`src/hw/ihm_pkg.sv`:
```
// Constants, command codes and state types shared by the instrument bus message handler.
// Assumes a single 200 MHz clock and bus lines that are active low on the pins.
`default_nettype none

package ihm_pkg;

  // Clock rate and data settle time before the data-valid strobe
  localparam int CLK_MHZ        = 200;
  localparam int SETTLE_NS      = 2000;
  localparam int SETTLE_CYC     = (SETTLE_NS * CLK_MHZ + 999) / 1000;  // Least time, rounded up
  localparam int SETTLE_W       = 9;
  localparam logic [SETTLE_W-1:0] SETTLE_LOAD = SETTLE_W'(SETTLE_CYC - 1);

  // Width of the synchronised pin bundle and its bit positions
  localparam int SYNC_W   = 14;
  localparam int POS_DIO  = 0;   // Bits 7..0 data lines
  localparam int POS_ATN  = 8;
  localparam int POS_REN  = 9;
  localparam int POS_IFC  = 10;
  localparam int POS_DAV  = 11;
  localparam int POS_NRFD = 12;
  localparam int POS_NDAC = 13;
  localparam logic [SYNC_W-1:0] SYNC_RST = 14'h0000;  // All lines false

  // Universal and addressed command bytes, seven bits
  localparam logic [6:0] CMD_GTL = 7'h01;  // Go to local
  localparam logic [6:0] CMD_SDC = 7'h04;  // Selected clear
  localparam logic [6:0] CMD_GET = 7'h08;  // Group trigger
  localparam logic [6:0] CMD_LLO = 7'h11;  // Local lockout
  localparam logic [6:0] CMD_DCL = 7'h14;  // Clear all
  localparam logic [6:0] CMD_SPE = 7'h18;  // Serial poll enable
  localparam logic [6:0] CMD_SPD = 7'h19;  // Serial poll disable

  // Address groups in bits 6..5 and the "none" address
  localparam logic [1:0] GRP_LISTEN = 2'h1;
  localparam logic [1:0] GRP_TALK   = 2'h2;
  localparam logic [4:0] ADDR_NONE  = 5'h1F;

  // Status byte bit that reports a pending service request
  localparam int STB_RQS = 6;

  // Handshake states
  typedef enum logic [0:0] {AH_READY, AH_HOLD} ihm_ah_t;
  typedef enum logic [2:0] {SH_IDLE, SH_SETTLE, SH_WAIT_RFD, SH_VALID, SH_DONE} ihm_sh_t;

endpackage

`default_nettype wire

```
`src/hw/ihm_sync_if.sv`:
```
// Carrier for synchronised bus lines between the pin synchroniser and the handler core.
// Assumes both ends run on the same clock; lines are true-high here.
`default_nettype none

interface ihm_sync_if;
  logic [ihm_pkg::SYNC_W-1:0] lines;  // Filtered, true-high bus lines

  modport sync (output lines);
  modport core (input  lines);
endinterface

`default_nettype wire

```
`src/hw/ihm_pin_sync.sv`:
```
// Three-stage synchroniser for every incoming bus line, one generate loop over the bundle.
// Assumes the pins are asynchronous; a change is taken once stages two and three agree.
`default_nettype none

module ihm_pin_sync (
  input  wire logic                       clock,
  input  wire logic                       rst_n,
  input  wire logic [ihm_pkg::SYNC_W-1:0] pinTrue,
  ihm_sync_if.sync                        syncBus
);
  import ihm_pkg::*;

  logic [SYNC_W-1:0] st1_q, st2_q, st3_q;  // Three sampling stages
  logic [SYNC_W-1:0] out_q, out_d;         // Accepted level

  genvar i;
  generate
    for (i = 0; i < SYNC_W; i++) begin : g_bit
      // Take a new level only when the later two stages agree
      always_comb begin
        out_d[i] = (st2_q[i] == st3_q[i]) ? st3_q[i] : out_q[i];
      end
    end
  endgenerate

  // Stage registers; first stage only feeds the second
  always_ff @(posedge clock) begin
    if (!rst_n) begin
      st1_q <= SYNC_RST;
      st2_q <= SYNC_RST;
      st3_q <= SYNC_RST;
      out_q <= SYNC_RST;
    end else begin
      st1_q <= pinTrue;
      st2_q <= st1_q;
      st3_q <= st2_q;
      out_q <= out_d;
    end
  end

  assign syncBus.lines = out_q;
endmodule

`default_nettype wire

```
`src/hw/ihm_core.sv`:
```
// Instrument-side message handler for a parallel instrument bus: addressing, trigger,
// clear, remote/local, lockout, service request and serial poll status byte.
// Assumes active-low open-drain bus pins resolved outside; every oe is high while driving low.
//
// Summary of operation
// RULE1: Controller addresses parties before data moves.
// RULE2: Addressed trigger starts predefined triggered function.
// RULE3: Controller holds remote enable before trigger.
// RULE4: Selected or universal clear performs device clear.
// RULE5: Remote enable plus listen address enters remote.
// RULE6: Go-to-local returns only listening instruments.
// RULE7: Lockout blocks front-panel return to local.
// RULE8: Controller holds remote enable before lockout.
// RULE9: Remote enable false clears lockout, goes local.
// RULE10: Service request held until polled or gone.
// RULE11: Serial poll returns eight-bit status byte.
// RULE12: Polled instrument sends byte, releases request.
// RULE13: Controller ends poll with poll disable.
// RULE14: No parallel poll response, configuration ignored.
// RULE15: Controller picks poll level and line.
// RULE16: Controller passes control by talk, take-control.
// RULE17: System controller may abort at any time.
// RULE18: Status byte bit six marks request service.
`default_nettype none

module ihm_core (
  input  wire logic       clock,
  input  wire logic       rst_n,
  // Bus pins, active low
  input  wire logic [7:0] dioIn_n,
  output var  logic [7:0] dioOut_n,
  output var  logic       dioOe,
  input  wire logic       atnIn_n,
  input  wire logic       renIn_n,
  input  wire logic       ifcIn_n,
  input  wire logic       davIn_n,
  output var  logic       davOut_n,
  output var  logic       davOe,
  input  wire logic       nrfdIn_n,
  output var  logic       nrfdOut_n,
  output var  logic       nrfdOe,
  input  wire logic       ndacIn_n,
  output var  logic       ndacOut_n,
  output var  logic       ndacOe,
  output var  logic       srqOut_n,
  output var  logic       srqOe,
  // Instrument side
  input  wire logic [4:0] myAddr,
  input  wire logic       serviceNeeded,
  input  wire logic [5:0] statusCause,
  input  wire logic       panelLocal,
  output var  logic       triggerPulse,
  output var  logic       clearPulse,
  output var  logic       dataStrobe,
  output var  logic [7:0] dataByte,
  output var  logic       remoteMode,
  output var  logic       lockoutMode,
  output var  logic       listenMode,
  output var  logic       talkMode
);
  import ihm_pkg::*;

  ihm_sync_if syncBus ();  // Synchronised lines

  // Pins into true-high form before the synchroniser
  ihm_pin_sync u_sync (
    .clock   (clock),
    .rst_n   (rst_n),
    .pinTrue ({~ndacIn_n, ~nrfdIn_n, ~davIn_n, ~ifcIn_n, ~renIn_n, ~atnIn_n, ~dioIn_n}),
    .syncBus (syncBus)
  );

  logic [7:0] busData;  // Received byte, true-high
  logic       atn, ren, ifc, dav, nrfd, ndac;
  assign busData = syncBus.lines[POS_DIO +: 8];
  assign atn     = syncBus.lines[POS_ATN];
  assign ren     = syncBus.lines[POS_REN];
  assign ifc     = syncBus.lines[POS_IFC];
  assign dav     = syncBus.lines[POS_DAV];
  assign nrfd    = syncBus.lines[POS_NRFD];
  assign ndac    = syncBus.lines[POS_NDAC];

  // Acceptor handshake and device state
  ihm_ah_t    ah_q, ah_d;             // Acceptor state
  logic       lstn_q, lstn_d;         // Addressed to listen
  logic       tlk_q, tlk_d;           // Addressed to talk
  logic       rem_q, rem_d;           // Remote operating condition
  logic       llo_q, llo_d;           // Local lockout
  logic       spe_q, spe_d;           // Serial poll mode
  logic       trg_q, trg_d;           // Trigger pulse
  logic       clr_q, clr_d;           // Clear pulse
  logic       dstb_q, dstb_d;         // Data byte pulse
  logic [7:0] dbyte_q, dbyte_d;       // Last data byte
  logic       nrfdDrv_q, nrfdDrv_d;   // Holding not-ready low
  logic       ndacDrv_q, ndacDrv_d;   // Holding not-accepted low
  logic       take;                   // A byte is being accepted now
  logic [6:0] cmd;                    // Command byte, parity bit dropped

  // Source handshake and service request state
  ihm_sh_t             sh_q, sh_d;          // Source state
  logic [SETTLE_W-1:0] settle_q, settle_d;  // Settle countdown
  logic [7:0]          stb_q, stb_d;        // Status byte on the lines
  logic                dioOe_q, dioOe_d;    // Driving data lines
  logic                davDrv_q, davDrv_d;  // Holding data valid low
  logic                svcPrev_q;           // Last service input
  logic                srq_q, srq_d;        // Request pending
  logic                stbSent;             // Status byte accepted by controller

  assign cmd  = busData[6:0];
  // Accept in command mode always, in data mode only as listener
  assign take = (ah_q == AH_READY) && dav && (atn || lstn_q);

  // Acceptor next state and message decode
  always_comb begin
    ah_d      = ah_q;
    lstn_d    = lstn_q;
    tlk_d     = tlk_q;
    rem_d     = rem_q;
    llo_d     = llo_q;
    spe_d     = spe_q;
    trg_d     = 1'b0;
    clr_d     = 1'b0;
    dstb_d    = 1'b0;
    dbyte_d   = dbyte_q;
    nrfdDrv_d = 1'b0;
    ndacDrv_d = 1'b0;
    if (atn || lstn_q) begin
      // Ready: not-accepted held low; hold: not-ready held low
      ndacDrv_d = (ah_d == AH_READY);
    end
    case (ah_q)
      AH_READY: begin
        if (take) begin
          ah_d = AH_HOLD;
        end
      end
      AH_HOLD: begin
        if (!dav) begin
          ah_d = AH_READY;
        end
      end
      default: ah_d = AH_READY;
    endcase
    if (atn || lstn_q) begin
      nrfdDrv_d = (ah_d == AH_HOLD);
      ndacDrv_d = (ah_d == AH_READY);
    end
    if (take && atn) begin
      // RULE1: addressing in command mode
      if (cmd[6:5] == GRP_LISTEN) begin
        if (cmd[4:0] == ADDR_NONE) begin
          lstn_d = 1'b0;
        end else if (cmd[4:0] == myAddr) begin
          lstn_d = 1'b1;
          // RULE5: remote on listen address
          if (ren) begin
            rem_d = 1'b1;
          end
        end
      end else if (cmd[6:5] == GRP_TALK) begin
        // Any other talk address untalks us
        tlk_d = (cmd[4:0] == myAddr);
        if (tlk_d) begin
          lstn_d = 1'b0;
        end
      end else if (cmd == CMD_GET && lstn_q) begin
        // RULE2: trigger addressed listeners
        trg_d = 1'b1;
      end else if (cmd == CMD_DCL || (cmd == CMD_SDC && lstn_q)) begin
        // RULE4: universal or selected clear
        clr_d = 1'b1;
      end else if (cmd == CMD_GTL && lstn_q) begin
        // RULE6: only listeners return local
        rem_d = 1'b0;
      end else if (cmd == CMD_LLO && ren) begin
        // RULE7: enter lockout
        llo_d = 1'b1;
      end else if (cmd == CMD_SPE) begin
        spe_d = 1'b1;
      end else if (cmd == CMD_SPD) begin
        spe_d = 1'b0;
      end
      // RULE14: configuration and secondaries fall through unused
    end else if (take) begin
      // Data byte to the instrument
      dstb_d  = 1'b1;
      dbyte_d = busData;
    end
    // RULE7: panel local only without lockout
    if (panelLocal && !llo_q) begin
      rem_d = 1'b0;
    end
    // RULE9: remote enable false drops remote and lockout
    if (!ren) begin
      rem_d = 1'b0;
      llo_d = 1'b0;
    end
    // Interface clear unaddresses and ends a poll
    if (ifc) begin
      lstn_d = 1'b0;
      tlk_d  = 1'b0;
      spe_d  = 1'b0;
    end
  end

  // Acceptor and device state registers
  always_ff @(posedge clock) begin
    if (!rst_n) begin
      ah_q      <= AH_READY;
      lstn_q    <= 1'b0;
      tlk_q     <= 1'b0;
      rem_q     <= 1'b0;
      llo_q     <= 1'b0;
      spe_q     <= 1'b0;
      trg_q     <= 1'b0;
      clr_q     <= 1'b0;
      dstb_q    <= 1'b0;
      dbyte_q   <= 8'h00;
      nrfdDrv_q <= 1'b0;
      ndacDrv_q <= 1'b0;
    end else begin
      ah_q      <= ah_d;
      lstn_q    <= lstn_d;
      tlk_q     <= tlk_d;
      rem_q     <= rem_d;
      llo_q     <= llo_d;
      spe_q     <= spe_d;
      trg_q     <= trg_d;
      clr_q     <= clr_d;
      dstb_q    <= dstb_d;
      dbyte_q   <= dbyte_d;
      nrfdDrv_q <= nrfdDrv_d;
      ndacDrv_q <= ndacDrv_d;
    end
  end

  assign stbSent = (sh_q == SH_VALID) && !ndac;

  // Source handshake for the status byte and service request
  always_comb begin
    sh_d     = sh_q;
    settle_d = settle_q;
    stb_d    = stb_q;
    dioOe_d  = 1'b0;
    davDrv_d = 1'b0;
    srq_d    = srq_q;
    case (sh_q)
      SH_IDLE: begin
        if (tlk_q && spe_q && !atn) begin
          // RULE11: latch eight-bit status byte
          // RULE18: bit six reports pending request
          stb_d          = {1'b0, srq_q, statusCause};
          settle_d       = SETTLE_LOAD;
          sh_d           = SH_SETTLE;
        end
      end
      SH_SETTLE: begin
        if (settle_q == '0) begin
          sh_d = SH_WAIT_RFD;
        end else begin
          settle_d = settle_q - 1'b1;
        end
      end
      SH_WAIT_RFD: begin
        if (!nrfd) begin
          sh_d = SH_VALID;
        end
      end
      SH_VALID: begin
        // RULE12: byte taken once not-accepted releases
        if (!ndac) begin
          sh_d = SH_DONE;
        end
      end
      SH_DONE: begin
        // One byte per poll address
        if (!tlk_q || !spe_q) begin
          sh_d = SH_IDLE;
        end
      end
      default: sh_d = SH_IDLE;
    endcase
    // Command mode takes the lines back from the talker
    if (atn && sh_d != SH_DONE) begin
      sh_d = SH_IDLE;
    end
    dioOe_d  = (sh_d == SH_SETTLE) || (sh_d == SH_WAIT_RFD) || (sh_d == SH_VALID);
    davDrv_d = (sh_d == SH_VALID);
    // RULE10: hold request until polled or cause gone
    if (stbSent || !serviceNeeded) begin
      srq_d = 1'b0;
    end
    // A new request wins over a same-cycle release
    if (serviceNeeded && !svcPrev_q) begin
      srq_d = 1'b1;
    end
  end

  // Source and service request registers
  always_ff @(posedge clock) begin
    if (!rst_n) begin
      sh_q      <= SH_IDLE;
      settle_q  <= '0;
      stb_q     <= 8'h00;
      dioOe_q   <= 1'b0;
      davDrv_q  <= 1'b0;
      svcPrev_q <= 1'b0;
      srq_q     <= 1'b0;
    end else begin
      sh_q      <= sh_d;
      settle_q  <= settle_d;
      stb_q     <= stb_d;
      dioOe_q   <= dioOe_d;
      davDrv_q  <= davDrv_d;
      svcPrev_q <= serviceNeeded;
      srq_q     <= srq_d;
    end
  end

  // Pin drive straight from flip-flops; released lines read high
  assign dioOut_n     = ~stb_q;
  assign dioOe        = dioOe_q;
  assign davOut_n     = ~davDrv_q;
  assign davOe        = davDrv_q;
  assign nrfdOut_n    = ~nrfdDrv_q;
  assign nrfdOe       = nrfdDrv_q;
  assign ndacOut_n    = ~ndacDrv_q;
  assign ndacOe       = ndacDrv_q;
  assign srqOut_n     = ~srq_q;
  assign srqOe        = srq_q;
  assign triggerPulse = trg_q;
  assign clearPulse   = clr_q;
  assign dataStrobe   = dstb_q;
  assign dataByte     = dbyte_q;
  assign remoteMode   = rem_q;
  assign lockoutMode  = llo_q;
  assign listenMode   = lstn_q;
  assign talkMode     = tlk_q;
endmodule

`default_nettype wire

```
`config.mk`:
```
export PLATFORM = sky130hd
export DESIGN_NAME = ihm_core
export DESIGN_NICKNAME = d
export VERILOG_FILES = /design/src/hw/ihm_pkg.sv /design/src/hw/ihm_sync_if.sv /design/src/hw/ihm_pin_sync.sv /design/src/hw/ihm_core.sv
export SDC_FILE = /design/constraint.sdc
export NUM_CORES = 1
export LEC_CHECK = 0
export BUFFER_PORTS_ARGS = -buffer_cell sky130_fd_sc_hd__buf_2
export CORE_MARGIN = 5
export CORE_UTILIZATION = 59
export CTS_CLUSTER_SIZE = 14
export DETAILED_ROUTE_END_ITERATION = 7
export GPL_TIMING_DRIVEN = 0
export PLACE_DENSITY = 0.83
export SLEW_MARGIN = 10
export SYNTH_ARGS = -nofsm -noshare
export SYNTH_HDL_FRONTEND = slang
export SYNTH_SLANG_ARGS = --single-unit
```
`constraint.sdc`:
```
create_clock -name clock -period 4.8 [get_ports clock]
set_input_delay 0.48 -clock clock [delete_from_list [all_inputs] [get_ports clock]]
set_output_delay 0.48 -clock clock [all_outputs]
set_load 0.02 [all_outputs]
```
Word level (Yosys, flattened, before mapping)
Cells that the tools add are included.
Widths: inputs -> output; s select.
{ "word_totals": {"register_bits": 98, "out_inout_bits": 32} }
{ "classes": {"n_bitwise": 23, "reduce_logical": 50, "eq_ne": 40, "muxes": 30, "n_addsub": 1} }
{ "op_table": {"columns": ["cell", "n"], "rows": [
  ["$eq 7x5->1 const B", 4],
  ["$not 1->1", 21],
  ["$mux 1", 19],
  ["$mux 3", 6],
  ["$mux 9", 2],
  ["$pmux 9 s2", 1],
  ["$pmux 3 s5", 1],
  ["$eq 1x1->1", 14],
  ["$reduce_and 7->1", 2],
  ["$reduce_bool 2->1", 7],
  ["$logic_and 1x1->1", 13],
  ["$eq 3x2->1 const B", 4],
  ["$ne 2x2->1 const B", 6],
  ["$logic_not 9->1", 1],
  ["$sub 9x1->9 const B", 1],
  ["$not 7->8", 1],
  ["$not 8->8", 1],
  ["$reduce_and 2->1", 4],
  ["$reduce_and 8->1", 1],
  ["$eq 7x1->1 const B", 1],
  ["$eq 7x3->1 const B", 1],
  ["$eq 7x4->1 const B", 1],
  ["$logic_not 1->1", 7],
  ["$eq 3x1->1 const B", 2],
  ["16 further kinds", 23]
]} }

Depth between registers and ports, before layout
{ "logic_depth": {"ltp_word": 10, "depth_mapped": 7, "ltp_nobuf": 6} }

Cells and area by module
From an unflattened synthesis, not the netlist that was laid out.
{ "hier_totals": {"cells_unflattened": 374, "area_unflattened_um2": 3722.3} }
{ "by_module_without_submodules": {"columns": ["module", "cells_per_inst", "seq_area_each_um2", "instances", "area_each_um2"], "rows": [
  ["ihm_core", 228, 840.8, 1, 2023.2],
  ["ihm_pin_sync", 146, 1121.1, 1, 1699.1]
]} }

Worst setup path after synthesis
Ideal clock, no wire load.
{ "synth_path": {"kind": "register to register", "from": "reg settle_q[0]", "to": "reg davDrv_q, in the netlist davOe", "setup_time_ns": 0.064, "stages_incl_launch_ff": 8, "path_buffers": 1, "synth_period_minus_slack_ns": 1.924, "t_required_ns": 4.736, "path_slack_ns": 2.876, "arrival_time_ns": 1.860, "cell_sequence": "dfxtp_1 -> inv_1 -> ha_1 -> or4b_1 -> buf_2 -> or4_1 -> a211o_1 -> nor2_1"} }
{ "synth_via": {"elab_chain_len": 7} }
{ "synth_rtl": {"columns": ["item", "line", "text"], "rows": [
  ["from (decl)", "ihm_core.sv:101", "logic [SETTLE_W-1:0] settle_q, settle_d;"],
  ["from (signal assigned)", "ihm_core.sv:311", "settle_q <= settle_d;"],
  ["$logic_not 9->1 (*)", "ihm_core.sv:258", "if (settle_q == '0) begin"],
  ["$mux 3 (*)", "ihm_core.sv:258", null],
  ["$pmux 3 s5 (*)", "ihm_core.sv:247", "case (sh_q)"],
  ["$ne 3x3->1", "ihm_core.sv:284", "if (atn && sh_d != SH_DONE) begin"],
  ["$logic_and 1x1->1", "ihm_core.sv:284", null],
  ["$mux 3 (*)", "ihm_core.sv:284", null],
  ["$eq 3x2->1 (*)", "ihm_core.sv:288", "davDrv_d = (sh_d == SH_VALID);"],
  ["to (signal assigned)", "ihm_core.sv:314", "davDrv_q <= davDrv_d;"],
  ["to (decl)", "ihm_core.sv:104", "logic davDrv_q, davDrv_d;"]
]} }
Mark *: on every way between the ends. The rest lies on a longest branch, timed or not.
A chain may end at the register's enable or synchronous reset.

Worst setup path in the final report
Same ends and word-level chain as after synthesis.

==> results by group <==
Yosys
  – Warnings, synthesis: 0
  – Post-synth EDFFs: 0
  – Seq/Total Area, Yosys: 0.565
  – Netlist cell types: 49
  – #FFs+latches synth: 98
  – Post-Syn Area: 3470 um^2
  – Post-Synthesis Cells: 371
  – Syn nets: 404
  – Syn Area/Cell: 9.36 um^2
  – Synth async-reset ratio: 0
  – Ys flop type: dfxtp_1

Floorplanning
  – Starting density of the core: 0.597
  – Site Rows: 28
  – Die width: 86.7 um
  – Die Height: 86.7 um
  – I/O pin cnt: 61
  – Die Area: 7520 um^2
  – CORE AREA: 5820 um^2

STA
  – Final setup fails: 0
  – Final period util: 0.418
  – RSZ-0062 raised after global routing: false
  – Slew HR: 0.342
  – Max Transition Viols Final: 0
  – Hold Slack: 0.263 ns
  – Setup TNS: 0 ns
  – Final worst path period need: 2.01 ns
  – Max Clk Rate: 498 MHz
  – Final hold vios: 0
  – Worst Max-Slew Pin Slew: 0.983 ns
  – Worst Skew: 0.00615 ns

Clocking
  – TritonCTS clock tree: built
  – Clock Latency Late Sink: 0.35 ns
  – Setup repair bufs after CTS: 0
  – Hold Buf Count CTS: 0
  – Clk buf depth: 2
  – CTS Buf Count: 9
  – CTS Sinks: 98
  – CTS H-tree lvls: 3
  – Post-CTS Resized: 0
  – Reg clk slew, reported paths: 0.09 ns
  – CTS root buf: clkbuf_8

Worst setup path
  – Critical path class: reg -> reg
  – Critical path endpoint category: flop
  – Critical R2R Launch: settle_q[0]
  – FF-to-FF path depth: 7
  – Worst reg2reg path endpoint: davOe
  – CP required: 5.09 ns
  – CP startpoint kind: flop
  – CP max FO: 6
  – R2R setup slack: 2.79 ns
  – CP Data Arrival Time: 2.30 ns

Finish
  – Diodes inserted: 0
  – Synthesis-to-layout area growth: 16.8%
  – Layout cells sized above 1: 0.189
  – Most frequent cells in the layout: dfxtp_1 (98), buf_2 (59), nor2_1 (38), nand2_1 (36), and2_1 (29)
  – Fill cell count: 479
  – Commonest non-fill, non-tap cell in the layout: dfxtp_1
  – Register Area: 1960 um^2
  – Nets: 473
  – Multi-input gate area: 1360 um^2

Global routing
  – Largest net degree at the start of global routing: 18
  – Global route overflow: 0
  – Vias in the first global route: 2516
  – Global-route wire length before repair: 11400 um
  – Gr usage total: 0.193
  – Initial antenna violation count: 0

Power and ir drop
  – Sequential share of power: 0.595
  – Power per cell area: 345 nW/um^2
  – Cell leakage power: 1.59 nW
  – Sw frac: 0.222
  – Internal power: 1.09 mW
  – Combinational share of power: 0.032
  – Clock power frac: 0.373
  – Peak supply drop: 0.296 mV
  – NetSw: 0.311 mW

Drt
  – WL per Instance: 13.3 um
  – First-pass iteration count of the detailed router: 5
  – Routed vias: 2714
  – Via density per instance: 5.22
  – WL final: 6900 um
  – Initial DRC Count: 137
  – Residual DRC: 0
  – Routed Antenna Nets: 0

Hold path
  – Hold crit path type: in -> reg
  – Worst Hold Endpoint: u_sync.st1_q[7]
  – Hold Crit Depth: 2
  – HP Start: dioIn_n[7]

Run
  – Max-cap viol count: 0

Run status
  – Outcome: complete, no violations

Placed design
  – DPL Wire Length: 4830 um
  – I/O Buffers: 58
  – RePlAce Congestion: 0.942
[layout make-up]
class / count / share of cell area
Sequential cell: 98 / 0.484
Multi-Input combinational cell: 234 / 0.334
Timing Repair Buffer: 58 / 0.0715
Clock buffer: 9 / 0.0305
Tap cell: 75 / 0.0231
Inverter: 23 / 0.0213
Clock inverter: 7 / 0.0188
Buffer: 16 / 0.0173
[through the flow]
stage	instances	setup slack (ns)	utilization	instance area [um^2]	power [mW]
global placement	504	2.81	0.663	3860	0.896
floorplan	371	2.88	-	3470	0.875
global route	520	2.64	0.698	4060	1.46
CTS	520	2.79	0.698	4060	1.41
detailed placement	504	2.81	0.663	3860	0.898
finish	520	2.79	0.698	4060	1.40
[synth_stat cells (all sizes together) (2+ instances only)]
cell      n  area, um^2
dfxtp    98        1960
nor2     38         143
nand2    36         135
and2     29         181
a21oi    27         135
inv      22        82.6
o21ai    17        85.1
clkbuf   13        50.0
mux2i     8        80.1
xor2      8        70.1
nor3      7        35.0
nand3     5        25.0
or4       5        41.3
ha        4        50.1
nand2b    4        25.0
a211oi    3        22.5
a31oi     3        18.8
buf       3        20.0
nand4     3        18.8
o211ai    3        22.5
o31ai     3        22.5
and3      2        12.5
nand3b    2        15.0
nor3b     2        15.0
nor4      2        12.5
o2111ai   2        17.5
o311a     2        20.0
or2       2        12.5
or3       2        13.8
or4b      2        20.0
[registers in the layout, summed over array words and instances (netlist names), 3 cells and up]
signal	flops
u_sync.st1_q	14
stb_q	7
u_sync.st3_q	14
dataByte	8
u_sync.syncBus.lines	14
u_sync.st2_q	14
sh_q	3
settle_q	9
[routing by layer]
metal  track usage  vias to the layer above  wire length [um]
met5             0                        -                 0
li1              -                     1383                 -
met4        0.0949                        0               126
met3        0.0371                       12               365
met1         0.241                     1241              3110
met2         0.320                       78              3290
[power by group through the flow]
stage	Sequential [mW]	Clock (mW)	Combinational, mW
floorplan	0.852	0	0.0238
global placement	0.852	0	0.0438
detailed placement	0.853	0	0.0449
CTS	0.834	0.532	0.0453
global route	0.836	0.570	0.0501
finish	0.834	0.523	0.0447
[critical path, cell delays in order, from the launching register on]
cell     delay [ns]
dfxtp_1        0.33
inv_1          0.09
ha_1           0.14
or4b_1         0.41
buf_2          0.16
or4_1          0.40
a211o_1        0.33
nor2_1         0.10
[cell families after synthesis]
kind of cell,count (synthesis),synth area share
xor+xnor,8,0.0202
mux,8,0.0231
other cells,1,0.00108
simple gates,146,0.215
buf+inv,39,0.0450
fa+ha+maj,4,0.0144
compound gates,67,0.116
flops,98,0.565
[worst max path at each step]
stage | end | depth (start not counted) | slack, ns | from
final | davOe | 7 | 2.79 | settle_q[0]
after global routing | settle_q[7] | 4 | 2.64 | sh_q[0]
after CTS | davOe | 7 | 2.79 | settle_q[1]
after detailed placement | davOe | 7 | 2.81 | settle_q[0]
after global placement | davOe | 7 | 2.81 | settle_q[0]
after floorplan | davOe | 7 | 2.88 | settle_q[0]
(Power assumes the default switching activity.)
